`src/verilog/lie_regs.svh`:
```
// Offsets, field positions, reset values and timing counts of the link event block
// How it works
// - PHY status request sets bit 19
// - Missing link clock sets bit 18 before next access
// - PHY bus reset entry sets bit 17
// - Self-ID stream received sets bit 16
// - Bus reset set clears bit 16
// - Bit 15 sets with 16, survives reset
// - Bits 14 to 10 read zero, ignore writes
// - Unacked lock response sets bit 9
// - Host error on acked write sets bit 8
// - Bit 7 unlatched OR of receive event&mask
// - Bit 6 unlatched OR of transmit event&mask
// - Response packet stored sets bit 5
// - Request packet stored sets bit 4
// - Receive response descriptor completion sets bit 3
// - Receive request descriptor completion sets bit 2
// - Response transmit completion sets bit 1
// - Request transmit completion sets bit 0
// - Set and clear ports at adjacent offsets
// - Interrupt needs global enable and masked event
`ifndef LIE_REGS_SVH
`define LIE_REGS_SVH

// ==========================================================
// Register offsets (byte addresses)
`define LIE_EVENT_SET_OFS 8'h80
`define LIE_EVENT_CLR_OFS 8'h84
`define LIE_MASK_SET_OFS 8'h88
`define LIE_MASK_CLR_OFS 8'h8c

// ==========================================================
// Field positions
`define LIE_BIT_PHY_STATUS 19
`define LIE_BIT_REG_FAIL 18
`define LIE_BIT_BUS_RESET 17
`define LIE_BIT_IDENT_PRI 16
`define LIE_BIT_IDENT_SEC 15
`define LIE_BIT_LOCK_ERR 9
`define LIE_BIT_POSTED_ERR 8
`define LIE_BIT_ISO_RX 7
`define LIE_BIT_ISO_TX 6
`define LIE_BIT_RSP_PKT 5
`define LIE_BIT_REQ_PKT 4
`define LIE_BIT_ARX_RSP 3
`define LIE_BIT_ARX_REQ 2
`define LIE_BIT_ATX_RSP 1
`define LIE_BIT_ATX_REQ 0
`define LIE_BIT_GLOBAL_EN 31

// ==========================================================
// Masks and reset values
`define LIE_LATCHED_MASK 32'h000f_833f
`define LIE_MASK_RW_MASK 32'h800f_83ff
`define LIE_EVENT_RESET 32'h0000_0000
`define LIE_MASK_RESET 32'h0000_0000

// ==========================================================
// Bus responses
`define LIE_RESP_OKAY 2'b00
`define LIE_RESP_SLVERR 2'b10

// ==========================================================
// Link clock watchdog
`define LIE_AXI_CLK_MHZ 200
`define LIE_LINK_TIMEOUT_NS 320
`define LIE_LINK_TIMEOUT_CYC ((`LIE_LINK_TIMEOUT_NS * `LIE_AXI_CLK_MHZ) / 1000)

`endif

```
`src/verilog/lie_pkg.sv`:
```
// Types shared by the link event block
`default_nettype none
package lie_pkg;
	// Same-domain event pulses from the controller's DMA and link logic
	typedef struct packed {
		logic ident_done;
		logic lock_resp_unacked;
		logic acked_write_host_err;
		logic rsp_packet_stored;
		logic req_packet_stored;
		logic arx_rsp_done;
		logic arx_req_done;
		logic atx_rsp_done;
		logic atx_req_done;
		logic phy_reg_access_start;
	} lie_event_in_type;
	// Levels arriving from the PHY side, outside the clock domain
	typedef struct packed {
		logic status_req;
		logic bus_reset_state;
		logic link_clk;
	} lie_phy_in_type;
endpackage
`default_nettype wire

```
`src/verilog/lie_event_low.sv`:
```
// Interrupt event flags, mask and AXI4-Lite slave of the link controller
//
// Design decisions made here: the register addresses and the AXI4-Lite interface to the registers.
`timescale 1ns/1ps
`default_nettype none
`include "lie_regs.svh"

module lie_event_low
	import lie_pkg::*;
#(
	parameter int ADDR_W = 8,
	parameter int NUM_IR = 4,
	parameter int NUM_IT = 4,
	parameter int LINK_TIMEOUT = `LIE_LINK_TIMEOUT_CYC
) (
	input wire logic aclk,
	input wire logic aresetn,
	input wire logic [ADDR_W-1:0] s_axi_awaddr,
	input wire logic s_axi_awvalid,
	output logic s_axi_awready,
	input wire logic [31:0] s_axi_wdata,
	input wire logic [3:0] s_axi_wstrb,
	input wire logic s_axi_wvalid,
	output logic s_axi_wready,
	output logic [1:0] s_axi_bresp,
	output logic s_axi_bvalid,
	input wire logic s_axi_bready,
	input wire logic [ADDR_W-1:0] s_axi_araddr,
	input wire logic s_axi_arvalid,
	output logic s_axi_arready,
	output logic [31:0] s_axi_rdata,
	output logic [1:0] s_axi_rresp,
	output logic s_axi_rvalid,
	input wire logic s_axi_rready,
	input wire lie_event_in_type event_in,
	input wire lie_phy_in_type phy_in,
	input wire logic [NUM_IR-1:0] iso_rx_ctx_event,
	input wire logic [NUM_IR-1:0] iso_rx_ctx_mask,
	input wire logic [NUM_IT-1:0] iso_tx_ctx_event,
	input wire logic [NUM_IT-1:0] iso_tx_ctx_mask,
	output logic host_irq
);

	// ==========================================================
	// Parameter checks
	initial begin
		if (ADDR_W < 8 || NUM_IR < 1 || NUM_IR > 32 || NUM_IT < 1 || NUM_IT > 32
			|| LINK_TIMEOUT < 1 || LINK_TIMEOUT > 65535) begin
			$error("lie_event_low: unsupported parameter value");
		end
	end

	// ==========================================================
	// PHY side synchronisers
	lie_phy_in_type phy_meta;
	lie_phy_in_type phy_sync;
	lie_phy_in_type phy_prev;

	always_ff @(posedge aclk) begin
		if (!aresetn) begin
			phy_meta <= '0;
			phy_sync <= '0;
			phy_prev <= '0;
		end else begin
			phy_meta <= phy_in;
			phy_sync <= phy_meta;
			phy_prev <= phy_sync;
		end
	end

	logic phy_status_rise;
	logic bus_reset_rise;
	logic link_clk_edge;

	always_comb begin
		phy_status_rise = phy_sync.status_req & ~phy_prev.status_req;
		bus_reset_rise = phy_sync.bus_reset_state & ~phy_prev.bus_reset_state;
		link_clk_edge = phy_sync.link_clk & ~phy_prev.link_clk;
	end

	// ==========================================================
	// Link clock watchdog for PHY register accesses
	// An access that sees no link clock edge within the timeout has failed.
	// A new access while one is still unconfirmed also counts as failed, so
	// the flag is up before the next access proceeds.
	logic access_pending;
	logic [15:0] access_count;
	logic next_access_pending;
	logic [15:0] next_access_count;
	logic access_failed;

	always_comb begin
		next_access_pending = access_pending;
		next_access_count = access_count;
		access_failed = 1'b0;
		if (access_pending) begin
			next_access_count = access_count + 16'h0001;
			if (link_clk_edge) begin
				next_access_pending = 1'b0;
			end else if (access_count == 16'(LINK_TIMEOUT - 1)) begin
				access_failed = 1'b1;
				next_access_pending = 1'b0;
			end
		end
		if (event_in.phy_reg_access_start) begin
			if (access_pending && !link_clk_edge) begin
				access_failed = 1'b1;
			end
			next_access_pending = 1'b1;
			next_access_count = 16'h0000;
		end
	end

	always_ff @(posedge aclk) begin
		if (!aresetn) begin
			access_pending <= 1'b0;
			access_count <= 16'h0000;
		end else begin
			access_pending <= next_access_pending;
			access_count <= next_access_count;
		end
	end

	// ==========================================================
	// AXI4-Lite write path
	// Address and data are taken independently and held until both are in.
	logic aw_held;
	logic w_held;
	logic [7:0] aw_addr;
	logic [31:0] w_data;
	logic [3:0] w_strb;
	logic next_aw_held;
	logic next_w_held;
	logic [7:0] next_aw_addr;
	logic [31:0] next_w_data;
	logic [3:0] next_w_strb;
	logic next_bvalid;
	logic [1:0] next_bresp;
	logic wr_fire;
	logic [31:0] wr_bits;

	always_comb begin
		next_aw_held = aw_held;
		next_w_held = w_held;
		next_aw_addr = aw_addr;
		next_w_data = w_data;
		next_w_strb = w_strb;
		next_bvalid = s_axi_bvalid;
		next_bresp = s_axi_bresp;
		if (s_axi_awvalid && s_axi_awready) begin
			next_aw_held = 1'b1;
			next_aw_addr = {s_axi_awaddr[7:2], 2'b00};
		end
		if (s_axi_wvalid && s_axi_wready) begin
			next_w_held = 1'b1;
			next_w_data = s_axi_wdata;
			next_w_strb = s_axi_wstrb;
		end
		wr_fire = aw_held && w_held && !s_axi_bvalid;
		wr_bits = '0;
		for (int i = 0; i < 4; i++) begin
			wr_bits[i*8 +: 8] = w_strb[i] ? w_data[i*8 +: 8] : 8'h00;
		end
		if (wr_fire) begin
			next_aw_held = 1'b0;
			next_w_held = 1'b0;
			next_bvalid = 1'b1;
			unique case (aw_addr)
				`LIE_EVENT_SET_OFS, `LIE_EVENT_CLR_OFS,
				`LIE_MASK_SET_OFS, `LIE_MASK_CLR_OFS: next_bresp = `LIE_RESP_OKAY;
				default: next_bresp = `LIE_RESP_SLVERR;
			endcase
		end else if (s_axi_bvalid && s_axi_bready) begin
			next_bvalid = 1'b0;
		end
	end

	// ==========================================================
	// Event flags and mask
	logic [31:0] flags;
	logic [31:0] mask;
	logic iso_rx_summary;
	logic iso_tx_summary;
	logic [31:0] next_flags;
	logic [31:0] next_mask;
	logic next_iso_rx_summary;
	logic next_iso_tx_summary;
	logic [31:0] hw_set;
	logic [31:0] sw_set;
	logic [31:0] sw_clr;
	logic [31:0] event_view;
	logic next_host_irq;

	always_comb begin
		next_iso_rx_summary = |(iso_rx_ctx_event & iso_rx_ctx_mask);
		next_iso_tx_summary = |(iso_tx_ctx_event & iso_tx_ctx_mask);
		hw_set = '0;
		hw_set[`LIE_BIT_PHY_STATUS] = phy_status_rise;
		hw_set[`LIE_BIT_REG_FAIL] = access_failed;
		hw_set[`LIE_BIT_BUS_RESET] = bus_reset_rise;
		hw_set[`LIE_BIT_IDENT_PRI] = event_in.ident_done;
		hw_set[`LIE_BIT_IDENT_SEC] = event_in.ident_done;
		hw_set[`LIE_BIT_LOCK_ERR] = event_in.lock_resp_unacked;
		hw_set[`LIE_BIT_POSTED_ERR] = event_in.acked_write_host_err;
		hw_set[`LIE_BIT_RSP_PKT] = event_in.rsp_packet_stored;
		hw_set[`LIE_BIT_REQ_PKT] = event_in.req_packet_stored;
		hw_set[`LIE_BIT_ARX_RSP] = event_in.arx_rsp_done;
		hw_set[`LIE_BIT_ARX_REQ] = event_in.arx_req_done;
		hw_set[`LIE_BIT_ATX_RSP] = event_in.atx_rsp_done;
		hw_set[`LIE_BIT_ATX_REQ] = event_in.atx_req_done;
		sw_set = '0;
		sw_clr = '0;
		next_mask = mask;
		if (wr_fire) begin
			unique case (aw_addr)
				`LIE_EVENT_SET_OFS: sw_set = wr_bits;
				`LIE_EVENT_CLR_OFS: sw_clr = wr_bits;
				`LIE_MASK_SET_OFS: next_mask = mask | (wr_bits & `LIE_MASK_RW_MASK);
				`LIE_MASK_CLR_OFS: next_mask = mask & ~(wr_bits & `LIE_MASK_RW_MASK);
				default: next_mask = mask;
			endcase
		end
		// Clear first, then sets, so a software clear never loses a hardware event
		next_flags = ((flags & ~sw_clr) | sw_set | hw_set) & `LIE_LATCHED_MASK;
		if (bus_reset_rise) begin
			next_flags[`LIE_BIT_IDENT_PRI] = 1'b0;
		end
		event_view = flags;
		event_view[`LIE_BIT_ISO_RX] = iso_rx_summary;
		event_view[`LIE_BIT_ISO_TX] = iso_tx_summary;
		// Bits 31:20 and 14:10 of the view are always zero, so only 19:0 can fire
		next_host_irq = mask[`LIE_BIT_GLOBAL_EN] && |(event_view & mask);
	end

	always_ff @(posedge aclk) begin
		if (!aresetn) begin
			aw_held <= 1'b0;
			w_held <= 1'b0;
			aw_addr <= 8'h00;
			w_data <= 32'h0000_0000;
			w_strb <= 4'h0;
			s_axi_bvalid <= 1'b0;
			s_axi_bresp <= `LIE_RESP_OKAY;
			flags <= `LIE_EVENT_RESET;
			mask <= `LIE_MASK_RESET;
			iso_rx_summary <= 1'b0;
			iso_tx_summary <= 1'b0;
			host_irq <= 1'b0;
		end else begin
			aw_held <= next_aw_held;
			w_held <= next_w_held;
			aw_addr <= next_aw_addr;
			w_data <= next_w_data;
			w_strb <= next_w_strb;
			s_axi_bvalid <= next_bvalid;
			s_axi_bresp <= next_bresp;
			flags <= next_flags;
			mask <= next_mask;
			iso_rx_summary <= next_iso_rx_summary;
			iso_tx_summary <= next_iso_tx_summary;
			host_irq <= next_host_irq;
		end
	end

	// Ready falls while a channel holds its item, which gives back-pressure
	always_ff @(posedge aclk) begin
		if (!aresetn) begin
			s_axi_awready <= 1'b0;
			s_axi_wready <= 1'b0;
		end else begin
			s_axi_awready <= !next_aw_held && !next_bvalid && !(s_axi_awvalid && s_axi_awready);
			s_axi_wready <= !next_w_held && !next_bvalid && !(s_axi_wvalid && s_axi_wready);
		end
	end

	// ==========================================================
	// AXI4-Lite read path
	logic next_arready;
	logic next_rvalid;
	logic [31:0] next_rdata;
	logic [1:0] next_rresp;

	always_comb begin
		next_rvalid = s_axi_rvalid;
		next_rdata = s_axi_rdata;
		next_rresp = s_axi_rresp;
		next_arready = !s_axi_rvalid && !(s_axi_arvalid && s_axi_arready);
		if (s_axi_arvalid && s_axi_arready) begin
			next_rvalid = 1'b1;
			next_rresp = `LIE_RESP_OKAY;
			unique case ({s_axi_araddr[7:2], 2'b00})
				`LIE_EVENT_SET_OFS, `LIE_EVENT_CLR_OFS: next_rdata = event_view;
				`LIE_MASK_SET_OFS, `LIE_MASK_CLR_OFS: next_rdata = mask;
				default: begin
					next_rdata = 32'h0000_0000;
					next_rresp = `LIE_RESP_SLVERR;
				end
			endcase
		end else if (s_axi_rvalid && s_axi_rready) begin
			next_rvalid = 1'b0;
			next_arready = 1'b1;
		end
	end

	always_ff @(posedge aclk) begin
		if (!aresetn) begin
			s_axi_arready <= 1'b0;
			s_axi_rvalid <= 1'b0;
			s_axi_rdata <= 32'h0000_0000;
			s_axi_rresp <= `LIE_RESP_OKAY;
		end else begin
			s_axi_arready <= next_arready;
			s_axi_rvalid <= next_rvalid;
			s_axi_rdata <= next_rdata;
			s_axi_rresp <= next_rresp;
		end
	end

endmodule
`default_nettype wire

```
`config.mk`:
```
export PLATFORM = sky130hd
export DESIGN_NAME = lie_event_low
export DESIGN_NICKNAME = d
export VERILOG_FILES = /design/src/verilog/lie_pkg.sv /design/src/verilog/lie_event_low.sv
export VERILOG_INCLUDE_DIRS = /design/src /design/src/verilog
export SDC_FILE = /design/constraint.sdc
export NUM_CORES = 1
export LEC_CHECK = 0
export ABC_AREA = 1
export BUFFER_PORTS_ARGS = -buffer_cell sky130_fd_sc_hd__buf_2
export CAP_MARGIN = 15
export CORE_UTILIZATION = 25
export CTS_BUF_LIST = sky130_fd_sc_hd__clkbuf_8
export DETAILED_ROUTE_END_ITERATION = 12
export HOLD_SLACK_MARGIN = 0.05
export PLACE_DENSITY_LB_ADDON = 0.12
export RECOVER_POWER = 50
export SYNTH_ARGS = -nofsm -noshare
export SYNTH_HDL_FRONTEND = slang
export SYNTH_SLANG_ARGS = --single-unit
```
`constraint.sdc`:
```
create_clock -name aclk -period 1.98 [get_ports aclk]
set_input_delay 0.396 -clock aclk [delete_from_list [all_inputs] [get_ports aclk]]
set_output_delay 0.396 -clock aclk [all_outputs]
set_load 0.1 [all_outputs]
```
==> out/qor.json <==
{
  "tightest_slew_ns": 0.740,
  "min_path_type": "in -> reg",
  "ys_seq_area_share_pct": 43.9,
  "placedInstanceArea_um2": 5650,
  "drive_above_1_share_pct": 15.7,
  "die_width_um": 143,
  "synth_area_per_cell_um2": 6.79,
  "via_count": 4417,
  "layout.cell_area.non_filler_um2": 5840,
  "ant_nets": 0,
  "skew_ns": 0.0154,
  "grt_start_max_net_pins": 41,
  "antenna_found_initial": 0,
  "die_height_um": 143,
  "vias_per_cell": 4.06,
  "drt_first_pass_iters": 5,
  "synth_edf_count": 0,
  "critPathLaunchType": "input pin",
  "timing.max_slew.rel_slack_pct": 50.7,
  "synth_flop_cell": "sky130_fd_sc_hd__dfxtp_1",
  "n_antenna_cell": 0,
  "grt_pass1_wl_um": 21400,
  "fin_util_pct": 30.0,
  "met3_length_um": 428,
  "cts-hold-fix-buffers": 0,
  "clkTransAtPathRegs_ns": 0.10,
  "power_density_over_the_cells_nw_per_um2": 789,
  "worst_ep_required_time_ns": 2.25,
  "floorplan.initialDensity_pct": 25.5,
  "clock.fmax_ghz": 0.612,
  "dp_hpwl_um": 9790,
  "post-cts-setup-buffer-count": 0,
  "finalSetupTns_ns": 0,
  "routed_wire_length_per_instance_um": 11.8,
  "rsz_0062_raised_after_global_routing": "false",
  "post-synth-top-area-fraction_pct": 43.9,
  "run_status": "finished, final reports clean",
  "grt.total_usage_pct": 13.5,
  "finalHoldViolations": 0,
  "worst_setup_path_end_kind": "flop",
  "gpl.final_weighted_congestion": 0.786,
  "slew_viol_final": 0,
  "grt_remaining_overflow": 0,
  "synth.cell_area_um2": 4970,
  "die_area_um2": 20400,
  "cap_viol_max_count": 0,
  "setup_viol_count_final": 0,
  "synth_cell_type_count": 36,
  "clock_path_buffers": 2,
  "insertion_delay_ns": 0.38,
  "post_synth_main_area_contributors": "sky130_fd_sc_hd__dfxtp_1, sky130_fd_sc_hd__nand2_1, sky130_fd_sc_hd__nor2_1, sky130_fd_sc_hd__inv_1, sky130_fd_sc_hd__o21ai_0",
  "wl_met1_um": 6930,
  "hold_ws_ns": 0.198,
  "path_class": "in -> reg",
  "power.leakage_nw": 2.64,
  "cts_root_buf": "sky130_fd_sc_hd__clkbuf_8",
  "critical_path.startpoint": "aresetn",
  "finalWorstSetupSlack_ns": 0.347,
  "routed-wl-met2_um": 5240,
  "hold_start": "phy_in[0]",
  "route.top_layer_used": "met4",
  "cp.arrival_ns": 1.91,
  "fin_crit_sh_pct": 82.5,
  "portBuffers": 90,
  "row_count": 51,
  "first_iter_violations": 199,
  "yosysWarningCount": 0,
  "mostFrequentLayoutCell": "sky130_fd_sc_hd__nand2_1",
  "yosys.area.top_type": "sky130_fd_sc_hd__dfxtp_1",
  "post_cts_resized": 0,
  "synth_cells": 731,
  "clock_sink_count": 109,
  "cts-buffers-inserted": 9,
  "max-vdd-ir-drop_uv": 267,
  "ys_seq_elements": 109,
  "max_h_tree_level": 3,
  "area.growth.synth_to_final_pct": 17.7,
  "worst-path-max-fanout": 19,
  "dp_slack_ns": 0.495,
  "async_reset_ff_share_pct": 0,
  "layout_common_cells": "sky130_fd_sc_hd__nand2_1, sky130_fd_sc_hd__nor2_1, sky130_fd_sc_hd__dfxtp_1",
  "core_region_area_um2": 19500,
  "ios": 130,
  "tritoncts": "yes",
  "layout_min_cycle_time_ns": 1.63,
  "reg2reg_from": "s_axi_arready",
  "final_routed_wirelength_um": 12800,
  "finish.net_count": 906,
  "route.detailed.drc": 0,
  "number_of_global_route_vias_before_repair": 4211
}
## kinds of logic after synthesis
family | after synthesis | share of synthesized area (%)
and+or+nand+nor | 399 | 34.2
buffers and inverters | 125 | 11.4
other | 1 | 0.0755
AOI/OAI and AO/OA | 95 | 9.88
DFF | 109 | 43.9
xor gates and xnor gates | 1 | 0.176
adders and majority gates | 1 | 0.252
## cell type report
cell class / instances / area [um^2]
fillers: 2200 / 13600
multi-input cells: 514 / 2280
flip-flops and latches: 109 / 2180
repair buffers: 101 / 531
well taps: 265 / 332
inverters: 82 / 312
clock buffers: 9 / 124
clock inverters: 7 / 83.8
## power by group
group	switching [mW]	internal, mW	total (mW)
sequential	0.0657	2.29	2.36
combinational	0.602	0.171	0.773
clock	0.779	0.699	1.48
## synthesized netlist by cell type (2+ instances only)
cell,instances
sky130_fd_sc_hd__nor3_1,7
sky130_fd_sc_hd__nor2_1,162
sky130_fd_sc_hd__nand3_1,26
sky130_fd_sc_hd__o211ai_1,2
sky130_fd_sc_hd__nor2_2,4
sky130_fd_sc_hd__buf_4,20
sky130_fd_sc_hd__nand2_1,164
sky130_fd_sc_hd__nand3b_1,2
sky130_fd_sc_hd__nand4_1,20
sky130_fd_sc_hd__dfxtp_1,109
sky130_fd_sc_hd__nor2_4,3
sky130_fd_sc_hd__inv_2,3
sky130_fd_sc_hd__nand2_2,3
sky130_fd_sc_hd__buf_2,9
sky130_fd_sc_hd__a41oi_1,2
sky130_fd_sc_hd__inv_1,77
sky130_fd_sc_hd__nor4_1,2
sky130_fd_sc_hd__clkbuf_1,11
sky130_fd_sc_hd__o21ai_0,47
sky130_fd_sc_hd__a21oi_1,42
## through the flow
step | power [mW] | std cells
floorplan | 3.04 | 748
global placement | 3.20 | 1071
detailed placement | 3.20 | 1071
CTS | 4.70 | 1087
global route | 4.86 | 1087
finish | 4.61 | 1087
## routing by layer
layer | global-route usage, % | vias up
met5 | 0 | -
met4 | 5.15 | 0
met3 | 2.28 | 13
met2 | 20.1 | 93
met1 | 19.3 | 1883
li1 | - | 2428
## path summary, 6_finish.rpt
| kind | end | cells past startpoint | slack, ns |
|---|---|---|---|
| worst max-delay path | s_axi_awready | 4 | 0.35 |
| worst min-delay path | phy_meta[0] | 3 | 0.20 |
| worst max register to register | s_axi_rdata[19] | 6 | 0.38 |
| worst min register to register | phy_sync[2] | 2 | 0.41 |
## worst max-delay path, cell delays in order
cell	delay [ns]
sky130_fd_sc_hd__clkbuf_1	0.49
sky130_fd_sc_hd__inv_1	0.25
sky130_fd_sc_hd__clkbuf_1	0.39
sky130_fd_sc_hd__nor4_1	0.38
No activity file was read; power rests on OpenSTA's default activity.
